`config.mk`:
```
export PLATFORM = sky130hd
export DESIGN_NAME = sbc_sideband
export DESIGN_NICKNAME = d
export VERILOG_FILES = /design/src/shared/sbc_pkg.sv /design/src/rtl/sbc_sideband.sv /design/src/rtl/sbc_sync2.sv
export VERILOG_INCLUDE_DIRS = /design/src /design/src/shared
export SDC_FILE = /design/constraint.sdc
export NUM_CORES = 1
export LEC_CHECK = 0
export ABC_AREA = 1
export BUFFER_PORTS_ARGS = -buffer_cell sky130_fd_sc_hd__buf_4
export CAP_MARGIN = 10
export CORE_UTILIZATION = 40
export CTS_CLUSTER_DIAMETER = 80
export DETAILED_ROUTE_END_ITERATION = 8
export GPL_TIMING_DRIVEN = 0
export HOLD_SLACK_MARGIN = 0.05
export PLACE_DENSITY_LB_ADDON = 0.12
export SYNTH_ARGS = -nofsm -noshare
export SYNTH_HDL_FRONTEND = slang
export SYNTH_SLANG_ARGS = --single-unit
```
`constraint.sdc`:
```
create_clock -name CLK -period 1.7 [get_ports CLK]
set_clock_uncertainty 0.05 [all_clocks]
set_input_delay 0.255 -clock CLK [delete_from_list [all_inputs] [get_ports CLK]]
set_output_delay 0.255 -clock CLK [all_outputs]
set_load 0.02 [all_outputs]
```
`src/shared/sbc_cfg.svh`:
```
// register offsets, field positions, reset values and timing counts of the sideband block
`ifndef SBC_CFG_SVH
`define SBC_CFG_SVH
`define SBC_OFS_CTRL        8'h00
`define SBC_OFS_RELOAD      8'h04
`define SBC_OFS_RESTART     8'h08
`define SBC_OFS_STATUS      8'h0C
`define SBC_OFS_COUNT       8'h10
`define SBC_CTRL_MASK_RD    0
`define SBC_CTRL_HOLD       1
`define SBC_CTRL_TEN        2
`define SBC_ST_FAULT        0
`define SBC_ST_ADDR_DISP    1
`define SBC_ST_BIG          2
`define SBC_ST_RSV_LO       3
`define SBC_ST_RSV_HI       4
`define SBC_ST_EXPIRED      5
`define SBC_CTRL_RST        3'h0
`define SBC_CLK_HZ          50000000
`define SBC_CLK_PER_SYS     2
`define SBC_TC_LOW_HALVES   3
`define SBC_TC_LOW_CYCLES   ((`SBC_TC_LOW_HALVES * `SBC_CLK_PER_SYS) / 2)
`endif

```
`src/shared/sbc_pkg.sv`:
```
// types shared by the sideband block
package sbc_pkg;
  typedef enum logic [1:0] {XF_IDLE, XF_RUN, XF_FINAL} sbc_xfer_t;  // transfer tracking
  typedef logic [31:0] sbc_word_t;                                 // bus word
endpackage

```
`src/rtl/sbc_sideband.sv`:
```
// sideband pin logic of the processor bus interface with apb control
//
// Summary of operation
// - lane strobes meaningful for 16-bit port accesses
// - upper strobe msb byte, lower strobe lsb
// - masking keeps both strobes inactive on reads
// - strobe pins are strap inputs during reset
// - final-beat flag after next-to-last capture/acknowledge
// - timer expiry output low at terminal count
// - expiry low 1.5 system clocks or held
// - bus fault sampled only in transfers, terminates
// - faulted read raises bus error exception
// - synced interrupts pass internal synchroniser
// - direct interrupts one cycle faster
// - interrupt pins strap address-display and byte order
// - straps taken in final reset cycle
// - strap pins revert to normal after reset
// - clock input double rate, drives all timing
// - float request tri-states every pin output
//
// Design decisions made here: the register addresses and the APB slave port.
`timescale 1ns/1ps
`include "sbc_cfg.svh"
module sbc_sideband import sbc_pkg::*; #(
  parameter int TIMER_W = 16  // timer width
) (
  input  wire logic               CLK,                  // double rate clock in
  input  wire logic               RESETN,               // async reset, low
  input  wire logic               PSEL,                 // apb select
  input  wire logic               PENABLE,              // apb enable
  input  wire logic               PWRITE,               // apb direction
  input  wire logic [7:0]         PADDR,                // apb byte address
  input  wire logic [31:0]        PWDATA,               // apb write data
  output logic      [31:0]        PRDATA,               // apb read data
  output logic                    PREADY,               // apb ready
  output logic                    PSLVERR,              // apb error
  input  wire logic               XFER_RD,              // core read strobe
  input  wire logic               XFER_WR,              // core write strobe
  input  wire logic               XFER_PORT16,          // target is 16-bit port
  input  wire logic [1:0]         XFER_LANES,           // lanes used, bit1 msb
  input  wire logic [1:0]         XFER_BEATS,           // data beats minus one
  input  wire logic               CORE_BUS_GRANT,       // grant from arbiter
  input  wire logic               READ_CAPTURE_ENABLE_N, // pin, read data valid
  input  wire logic               ACK_N,                // pin, datum processed
  input  wire logic               BUS_FAULT_IN_N,       // pin, bus fault
  input  wire logic [2:0]         SYNCED_IRQ_IN_N,      // pin, async irqs
  input  wire logic [2:0]         DIRECT_IRQ_IN_N,      // pin, pre-synced irqs 5:3
  input  wire logic               FLOAT_ALL_REQUEST,    // pin, test float
  input  wire logic [1:0]         NARROW_PORT_LANE_STROBES_N_I,  // lane pin in
  output logic      [1:0]         NARROW_PORT_LANE_STROBES_N_O,  // lane pin out
  output logic                    NARROW_PORT_LANE_STROBES_OE,   // lane pin drive
  output logic                    LAST_BEAT_N_O,        // final beat flag
  output logic                    LAST_BEAT_OE,         // final beat drive
  output logic                    TIMER_EXPIRY_OUT_N_O, // timer expiry
  output logic                    TIMER_EXPIRY_OUT_OE,  // timer expiry drive
  output logic                    SYSTEM_REFERENCE_CLOCK_O,  // half rate clock
  output logic                    SYSTEM_REFERENCE_CLOCK_OE, // clock drive
  output logic                    BUS_GRANT_OUT_N_O,    // grant pin
  output logic                    BUS_GRANT_OUT_OE,     // grant drive
  output logic                    XFER_TERMINATE,       // pulse, end transfer
  output logic                    BUS_ERR_EXC,          // pulse, read fault
  output logic [5:0]              IRQ_PENDING,          // active high irqs
  output logic                    CFG_ADDR_DISPLAY_FORCE_MISS, // strap
  output logic                    CFG_BYTE_ORDER_BIG,   // strap
  output logic [1:0]              CFG_RESERVED_TIE_HIGH // straps
);

  ////////////////////////////////////////////////////////////////////////////
  // pin synchronisers
  logic [2:0] sirq_s;        // synced irq pins
  logic [3:0] misc_s;        // capture, ack, fault, float
  logic [1:0] lane_s;        // lane pins as straps
  logic       dstrap_s;      // direct irq 3 as strap
  logic       rce_s;         // capture enable, low
  logic       ack_s;         // acknowledge, low
  logic       fault_s;       // bus fault, low
  logic       float_s;       // float request

  // synced irq inputs
  sbc_sync2 #(.W(3)) u_sync_irq (.clk(CLK), .din(SYNCED_IRQ_IN_N), .dout(sirq_s));
  sbc_sync2 #(.W(4)) u_sync_misc (
    .clk(CLK),
    .din({FLOAT_ALL_REQUEST, BUS_FAULT_IN_N, ACK_N, READ_CAPTURE_ENABLE_N}),
    .dout(misc_s)
  );
  sbc_sync2 #(.W(3)) u_sync_strap (
    .clk(CLK),
    .din({DIRECT_IRQ_IN_N[0], NARROW_PORT_LANE_STROBES_N_I}),
    .dout({dstrap_s, lane_s})
  );
  assign rce_s   = misc_s[0];
  assign ack_s   = misc_s[1];
  assign fault_s = misc_s[2];
  assign float_s = misc_s[3];

  ////////////////////////////////////////////////////////////////////////////
  // reset tracking and strap capture
  logic rst_p1_q;  // reset seen, stage 1
  logic rst_p2_q;  // reset window, spans sync delay
  logic [3:0] cfg_q;   // captured straps

  // window stays open two edges past release
  always_ff @(posedge CLK or negedge RESETN) begin
    if (!RESETN) begin
      rst_p1_q <= 1'b1;
      rst_p2_q <= 1'b1;
    end else begin
      rst_p1_q <= 1'b0;
      rst_p2_q <= rst_p1_q;
    end
  end

  // straps follow pins until window closes, then hold
  always_ff @(posedge CLK) begin
    if (rst_p2_q) begin
      cfg_q <= {~lane_s, ~dstrap_s, ~sirq_s[0]};
    end
  end

  ////////////////////////////////////////////////////////////////////////////
  // apb register file
  logic [2:0]         ctrl_q;      // mask, hold, enable
  logic [TIMER_W-1:0] reload_q;    // timer reload
  logic [TIMER_W-1:0] cnt_q;       // timer count
  logic               fault_st_q;  // sticky fault seen
  logic               held_q;      // held expiry state
  logic               ph_q;        // system clock phase
  wire                setup   = PSEL & ~PENABLE;                  // setup phase
  wire                wr_acc  = PSEL & PENABLE & PWRITE & PREADY; // write commit
  wire                sel_ctl = (PADDR == `SBC_OFS_CTRL);
  wire                sel_rld = (PADDR == `SBC_OFS_RELOAD);
  wire                sel_rst = (PADDR == `SBC_OFS_RESTART);
  wire                sel_st  = (PADDR == `SBC_OFS_STATUS);
  wire                sel_cnt = (PADDR == `SBC_OFS_COUNT);
  wire                mapped  = sel_ctl | sel_rld | sel_rst | sel_st | sel_cnt;
  wire                restart = wr_acc & sel_rst & PWDATA[0];     // timer restart
  wire                clr_flt = wr_acc & sel_st & PWDATA[`SBC_ST_FAULT];
  wire [5:0]          st_word = {held_q, cfg_q[3:2], cfg_q[0], cfg_q[1], fault_st_q};
  wire [31:0]         rd_mux  = sel_ctl ? {29'h0, ctrl_q} :
                                sel_rld ? {{(32-TIMER_W){1'b0}}, reload_q} :
                                sel_st  ? {26'h0, st_word} :
                                sel_cnt ? {{(32-TIMER_W){1'b0}}, cnt_q} : 32'h0;

  // answer in first access cycle
  always_ff @(posedge CLK or negedge RESETN) begin
    if (!RESETN) begin
      PREADY  <= 1'b0;
      PSLVERR <= 1'b0;
      PRDATA  <= 32'h0;
    end else begin
      PREADY  <= setup;
      PSLVERR <= setup & ~mapped;
      if (setup) begin
        PRDATA <= rd_mux;
      end
    end
  end

  // control and reload writes
  always_ff @(posedge CLK or negedge RESETN) begin
    if (!RESETN) begin
      ctrl_q   <= `SBC_CTRL_RST;
      reload_q <= '1;
    end else if (wr_acc) begin
      if (sel_ctl) ctrl_q <= PWDATA[2:0];
      if (sel_rld) reload_q <= PWDATA[TIMER_W-1:0];
    end
  end

  ////////////////////////////////////////////////////////////////////////////
  // system reference clock, half of the double rate input
  always_ff @(posedge CLK or negedge RESETN) begin
    if (!RESETN) ph_q <= 1'b0;
    else         ph_q <= ~ph_q;
  end

  ////////////////////////////////////////////////////////////////////////////
  // timer
  localparam int PULSE_N = `SBC_TC_LOW_CYCLES;  // 1.5 system clocks
  logic [1:0] pulse_q;                          // pulse cycles left
  wire        tick   = ph_q & ctrl_q[`SBC_CTRL_TEN];        // system clock tick
  wire        expire = tick & (cnt_q == '0) & ~restart;     // terminal count
  wire        hold   = ctrl_q[`SBC_CTRL_HOLD];
  wire        tc_low = hold ? held_q : (pulse_q != 2'h0);

  // count down, reload on expiry or restart
  always_ff @(posedge CLK or negedge RESETN) begin
    if (!RESETN) begin
      cnt_q <= '1;
    end else if (restart | expire) begin
      cnt_q <= reload_q;
    end else if (tick) begin
      cnt_q <= cnt_q - 1'b1;
    end
  end

  // expiry shaping, restart suppresses a coinciding expiry
  always_ff @(posedge CLK or negedge RESETN) begin
    if (!RESETN) begin
      pulse_q <= 2'h0;
      held_q  <= 1'b0;
    end else begin
      if (expire)                pulse_q <= 2'(PULSE_N);
      else if (pulse_q != 2'h0)  pulse_q <= pulse_q - 2'h1;
      if (expire & hold)         held_q <= 1'b1;
      else if (restart | ~hold)  held_q <= 1'b0;
    end
  end

  ////////////////////////////////////////////////////////////////////////////
  // transfer tracking and final beat flag
  sbc_xfer_t  xf_q;       // transfer state
  logic [1:0] left_q;     // beats before final
  logic       strb_q;     // previous strobe level
  wire        active = XFER_RD | XFER_WR;
  wire        strb   = XFER_RD ? ~rce_s : ~ack_s;   // datum strobe
  wire        beat   = strb & ~strb_q;              // one per datum
  logic       final_d;                              // flag next value

  // count datums, flag after next-to-last
  always_ff @(posedge CLK or negedge RESETN) begin
    if (!RESETN) begin
      xf_q   <= XF_IDLE;
      left_q <= 2'h0;
      strb_q <= 1'b0;
    end else begin
      strb_q <= strb & active;
      case (xf_q)
        XF_IDLE: begin
          if (active) begin
            left_q <= XFER_BEATS;
            xf_q   <= (XFER_BEATS == 2'h0) ? XF_FINAL : XF_RUN;
          end
        end
        XF_RUN: begin
          if (!active) xf_q <= XF_IDLE;
          else if (beat) begin
            left_q <= left_q - 2'h1;
            if (left_q == 2'h1) xf_q <= XF_FINAL;
          end
        end
        XF_FINAL: begin
          if (!active) xf_q <= XF_IDLE;
        end
        default: xf_q <= XF_IDLE;
      endcase
    end
  end
  assign final_d = active & (xf_q == XF_FINAL);

  ////////////////////////////////////////////////////////////////////////////
  // bus fault handling, only inside transfers
  wire fault_hit = ~fault_s & active;

  // fault sticky, set wins over clear
  always_ff @(posedge CLK or negedge RESETN) begin
    if (!RESETN)        fault_st_q <= 1'b0;
    else if (fault_hit) fault_st_q <= 1'b1;
    else if (clr_flt)   fault_st_q <= 1'b0;
  end

  ////////////////////////////////////////////////////////////////////////////
  // lane strobes: 16-bit ports only, masked reads
  wire       mask_rd = ctrl_q[`SBC_CTRL_MASK_RD] & XFER_RD;
  wire [1:0] lane_d  = (XFER_PORT16 & active & ~mask_rd) ? ~XFER_LANES : 2'h3;
  wire       drive   = ~rst_p2_q & ~float_s;
  logic [2:0] dirq_q;                               // direct irq stage

  // pin and core output flops
  always_ff @(posedge CLK or negedge RESETN) begin
    if (!RESETN) begin
      NARROW_PORT_LANE_STROBES_N_O <= 2'h3;
      NARROW_PORT_LANE_STROBES_OE  <= 1'b0;          // input during reset
      LAST_BEAT_N_O                <= 1'b1;
      LAST_BEAT_OE                 <= 1'b0;
      TIMER_EXPIRY_OUT_N_O         <= 1'b1;
      TIMER_EXPIRY_OUT_OE          <= 1'b0;
      SYSTEM_REFERENCE_CLOCK_O     <= 1'b0;
      SYSTEM_REFERENCE_CLOCK_OE    <= 1'b0;
      BUS_GRANT_OUT_N_O            <= 1'b1;
      BUS_GRANT_OUT_OE             <= 1'b0;
      XFER_TERMINATE               <= 1'b0;
      BUS_ERR_EXC                  <= 1'b0;
      dirq_q                       <= 3'h0;
      IRQ_PENDING                  <= 6'h0;
    end else begin
      NARROW_PORT_LANE_STROBES_N_O <= lane_d;
      NARROW_PORT_LANE_STROBES_OE  <= drive;
      LAST_BEAT_N_O                <= ~final_d;
      LAST_BEAT_OE                 <= drive;
      TIMER_EXPIRY_OUT_N_O         <= ~tc_low;
      TIMER_EXPIRY_OUT_OE          <= drive;
      SYSTEM_REFERENCE_CLOCK_O     <= ph_q;
      SYSTEM_REFERENCE_CLOCK_OE    <= drive;
      BUS_GRANT_OUT_N_O            <= ~CORE_BUS_GRANT;
      BUS_GRANT_OUT_OE             <= drive;
      XFER_TERMINATE               <= fault_hit;
      BUS_ERR_EXC                  <= fault_hit & XFER_RD;
      dirq_q                       <= ~DIRECT_IRQ_IN_N;   // one stage
      IRQ_PENDING                  <= {dirq_q, ~sirq_s};
    end
  end

  // strap outputs
  always_ff @(posedge CLK or negedge RESETN) begin
    if (!RESETN) begin
      CFG_ADDR_DISPLAY_FORCE_MISS <= 1'b0;
      CFG_BYTE_ORDER_BIG          <= 1'b0;
      CFG_RESERVED_TIE_HIGH       <= 2'h0;
    end else begin
      CFG_ADDR_DISPLAY_FORCE_MISS <= cfg_q[1];
      CFG_BYTE_ORDER_BIG          <= cfg_q[0];
      CFG_RESERVED_TIE_HIGH       <= cfg_q[3:2];
    end
  end
  ////////////////////////////////////////////////////////////////////////////
  // checks
  a_lane_read_mask: assert property (@(posedge CLK) disable iff (!RESETN)
    (ctrl_q[`SBC_CTRL_MASK_RD] && XFER_RD) |=> NARROW_PORT_LANE_STROBES_N_O == 2'h3)
    else $error("lane strobe active on masked read");
  a_lane_strap_in: assert property (@(posedge CLK) disable iff (!RESETN)
    rst_p1_q |=> !NARROW_PORT_LANE_STROBES_OE)
    else $error("lane pin driven in reset window");
  a_last_beat_clear: assert property (@(posedge CLK) disable iff (!RESETN)
    !active |=> LAST_BEAT_N_O)
    else $error("final beat flag outside transfer");
  a_expiry_pulse_len: assert property (@(posedge CLK) disable iff (!RESETN)
    (expire && !hold && pulse_q == 2'h0) ##1 !hold [*3] |->
      !$past(TIMER_EXPIRY_OUT_N_O) && !TIMER_EXPIRY_OUT_N_O ##1 !TIMER_EXPIRY_OUT_N_O)
    else $error("expiry pulse not three clocks");
  a_expiry_release: assert property (@(posedge CLK) disable iff (!RESETN)
    (restart && hold && !expire) ##1 (hold && !expire) |=> TIMER_EXPIRY_OUT_N_O)
    else $error("held expiry not released");
  a_fault_window: assert property (@(posedge CLK) disable iff (!RESETN)
    !active |=> !XFER_TERMINATE && !BUS_ERR_EXC)
    else $error("fault acted outside transfer");
  a_fault_exception: assert property (@(posedge CLK) disable iff (!RESETN)
    (!fault_s && XFER_RD) |=> BUS_ERR_EXC && XFER_TERMINATE)
    else $error("read fault without exception");
  a_irq_latency: assert property (@(posedge CLK) disable iff (!RESETN)
    !rst_p2_q |-> IRQ_PENDING[5:3] == ~$past(DIRECT_IRQ_IN_N, 2)
      && IRQ_PENDING[2:0] == ~$past(SYNCED_IRQ_IN_N, 3))
    else $error("irq latency wrong");
  a_strap_stable: assert property (@(posedge CLK) disable iff (!RESETN)
    !rst_p2_q |=> $stable(cfg_q))
    else $error("straps changed after reset");
  a_float_all: assert property (@(posedge CLK) disable iff (!RESETN)
    float_s |=> !SYSTEM_REFERENCE_CLOCK_OE && !TIMER_EXPIRY_OUT_OE && !BUS_GRANT_OUT_OE
      && !LAST_BEAT_OE && !NARROW_PORT_LANE_STROBES_OE)
    else $error("output driven under float");
  a_refclk_div: assert property (@(posedge CLK) disable iff (!RESETN)
    !rst_p1_q |=> SYSTEM_REFERENCE_CLOCK_O != $past(SYSTEM_REFERENCE_CLOCK_O))
    else $error("reference clock not half rate");
endmodule

```
`src/rtl/sbc_sync2.sv`:
```
// two-flop synchroniser for pin inputs, no reset so straps survive reset
`timescale 1ns/1ps
module sbc_sync2 #(
  parameter int W = 1  // number of bits
) (
  input  wire logic         clk,    // clock
  input  wire logic [W-1:0] din,    // asynchronous input
  output logic      [W-1:0] dout    // synchronised output
);
  logic [W-1:0] meta_q;  // first stage, read by second stage only

  // per-bit double flop
  genvar i;
  for (i = 0; i < W; i++) begin : g_bit
    always_ff @(posedge clk) begin
      meta_q[i] <= din[i];
      dout[i]   <= meta_q[i];
    end
  end
endmodule

```
==> impl_metrics.json <==
{
  "numCtsBuffers": 9,
  "synth_top_area_share_pct": 23.91,
  "top_layer_used": "met4",
  "synth_cell_type_count": 38,
  "drt-met1-wl_um": 5322,
  "cts_tree": "done",
  "worst-path-buf-inv": 2,
  "clkLatencyLatePin_ns": 0.36,
  "power_density_nw_per_um2": 949.5,
  "holdCritPathClass": "input port to async pin",
  "setup_viol": 0,
  "placedInstanceArea_um2": 5962,
  "slew_headroom_pct": 25.60,
  "setup_ws_ns": 0.06565,
  "start_util_pct": 41.48,
  "netlist_top_cells_area": "dfrtp_1, dfstp_2, nand2_1",
  "post-route-period-util_pct": 96.14,
  "hpwl_um": 8911,
  "r2r_slack_ns": 0.07,
  "syn_inst": 576,
  "finalHoldViolations": 0,
  "clk_pin_slew_ns": 0.07,
  "p_leak_nw": 3.353,
  "setup_tns_ns": 0,
  "synthesis.area_um2": 5024,
  "utilization_pct": 54.41,
  "stdcell_count": 895,
  "ys.warnings.count": 0,
  "htree_num_levels": 3,
  "startpoint_type": "flop",
  "critical_path_required_ns": 1.94,
  "tightest_slew_ns": 1.116,
  "antenna_found_initial": 0,
  "die_h_um": 114.1,
  "numPortBuffers": 89,
  "cts.path.max_buffers": 2,
  "post_drt_wl_per_cell_um": 13.77,
  "ioPinCount": 122,
  "worst_r2r_path_depth": 9,
  "worstSetupPathType": "flop to flop",
  "path_cells": "inv_1 > ha_2 > nand3_1 > nor2_2 > nand3_4 > nand2_8 > buf_6 > nand2_1 > nand3_1",
  "rows": 40,
  "drt_first_pass_iters": 5,
  "postRouteWirelength_um": 12320,
  "synth-edff-count": 4,
  "min_period_ns": 1.634,
  "gp_congestion": 0.8488,
  "drt_iter0_drc": 203,
  "layout-drive-gt1-share_pct": 29.44,
  "ir_drop_v": 0.0008821,
  "pre_cts_ws_ns": -0.04212,
  "crit_family": "flip-flops",
  "postRouteAntennaNets": 0,
  "synth_ff_type": "dfrtp_1",
  "vias": 4258,
  "fp.dieArea_um2": 13010,
  "fin_nets": 791,
  "cp-end-kind": "flop",
  "yosysTopAreaCell": "dfrtp_1",
  "antennaDiodeCount": 0,
  "r2r_start": "cnt_q[1]$_DFFE_PN1P_",
  "drcViolationCount": 0,
  "synth-seq-cells": 111,
  "crit_arrival_ns": 1.87,
  "dp.cells": 849,
  "cts_sinks": 111,
  "worst_path_max_delay_cell": "dfstp_2",
  "reg2reg_to": "cnt_q[14]$_DFFE_PN1P_",
  "async_reset_ff_share_pct": 78.38,
  "root_buffer": "clkbuf_16",
  "fmax_mhz": 611.9,
  "grt_overflow_total": 0,
  "stdcell_area_um2": 6590,
  "critPathMaxStageDelay_ns": 0.57,
  "finalMaxSlewViolations": 0,
  "outcome": "complete, no violations",
  "wl_met2_um": 6039,
  "grt_pass1_wl_um": 20400,
  "cp_common_cell": "nand3_1",
  "ys_seq_area_share_pct": 54.67,
  "viasPerCell": 4.758,
  "synthToLayoutAreaGrowth_pct": 31.18,
  "p_total_mw": 6.257,
  "cap_violations": 0,
  "grt_start_max_net_pins": 88,
  "path_max_fanout": 10,
  "core_area_um2": 12110,
  "grt_usage_pct": 20.38,
  "grt_pass1_vias": 4223,
  "wl_met3_um": 791,
  "die_x_um": 114.1,
  "hold_ws_ns": 0.03588,
  "synth_area_per_cell_um2": 8.721
}
[report_power, final]
group,internal (mW),switching (mW)
clock,1.16,1.02
sequential,2.85,0.110
combinational,0.468,0.643
total,4.48,1.77
[registers in the layout, indices dropped and copies added (netlist names), 3 cells and up]
| register | flops |
|---|---|
| PRDATA | 16 |
| ctrl_q | 3 |
| dirq_q | 3 |
| u_sync_irq.meta_q | 3 |
| u_sync_strap.dout | 3 |
| cnt_q | 16 |
| reload_q | 16 |
| u_sync_misc.dout | 4 |
| u_sync_irq.dout | 3 |
| IRQ_PENDING | 6 |
| cfg_q | 4 |
| u_sync_strap.meta_q | 3 |
| u_sync_misc.meta_q | 4 |
[cells in the final DEF, fill, tap and decap left out, types with 19 or more instances in the layout]
cell type      count
dfrtp_1           48
o21ai_0           28
inv_1             51
nand4_1           19
nand3_1           62
nor2_1            37
nand2_1          168
buf_4            115
dfxtp_1           20
dlygate4sd3_1     24
dfstp_2           39
[layer usage]
layer | GRT usage, % | vias up
met5 | 0 | -
met4 | 7.186 | 0
met3 | 5.770 | 17
met2 | 32.97 | 118
met1 | 26.20 | 2020
li1 | - | 2103
[area by class of cell]
cell class / count / area (µm²)
fillers: 1158 / 5522
plain buffers: 33 / 232.7
well taps: 168 / 210.2
repair buffers: 118 / 945.9
inverters: 59 / 225.2
clock inverters: 7 / 83.83
clock buffers: 9 / 225.2
multi-input cells: 390 / 1921
flip-flops and latches: 111 / 2746
[cell families (layout without fill, tap and decap cells)]
family / Yosys count / after routing / share of synthesized area [%]
DFF: 111 / 111 / 54.67
muxes: 1 / 1 / 0.1993
other: 1 / 17 / 0.07465
adders and majority gates: 4 / 4 / 0.9963
buffers and inverters: 92 / 226 / 8.966
xor gates and xnor gates: 6 / 6 / 1.046
and+or+nand+nor: 312 / 313 / 28.94
AOI/OAI and AO/OA: 49 / 49 / 5.106
[worst max-delay path by stage]
stage                                    start                     to  depth (start not counted)
final                     cnt_q[1]$_DFFE_PN1P_  cnt_q[14]$_DFFE_PN1P_                          9
after global routing      cnt_q[1]$_DFFE_PN1P_  cnt_q[14]$_DFFE_PN1P_                          9
after CTS                 cnt_q[0]$_DFFE_PN1P_   cnt_q[6]$_DFFE_PN1P_                          9
after detailed placement  cnt_q[0]$_DFFE_PN1P_  cnt_q[13]$_DFFE_PN1P_                          9
after global placement    cnt_q[0]$_DFFE_PN1P_   cnt_q[6]$_DFFE_PN1P_                          8
after floorplan           cnt_q[0]$_DFFE_PN1P_  cnt_q[11]$_DFFE_PN1P_                          8
[synth_stat cells, drive strengths merged (6+ instances only)]
| cell type | count |
|---|---|
| nand4 | 20 |
| dfxtp | 20 |
| o21ai | 39 |
| a21oi | 6 |
| dfstp | 39 |
| inv | 58 |
| dfrtp | 48 |
| nor3 | 6 |
| nand2 | 174 |
| nor2 | 49 |
| buf | 30 |
| nand3 | 63 |
[timing repair]
| action | CTS | global route |
|---|---|---|
| hold endpoints to repair | 24 | 1 |
| cloned | 1 | 0 |
| setup endpoints to repair | 9 | 16 |
| resized for setup | 1 | 11 |
| buffers inserted | 1 | 4 |
| pin swaps | 1 | 2 |
| hold buffers | 23 | 1 |
Note: power is estimated with default switching activity, not from simulation.
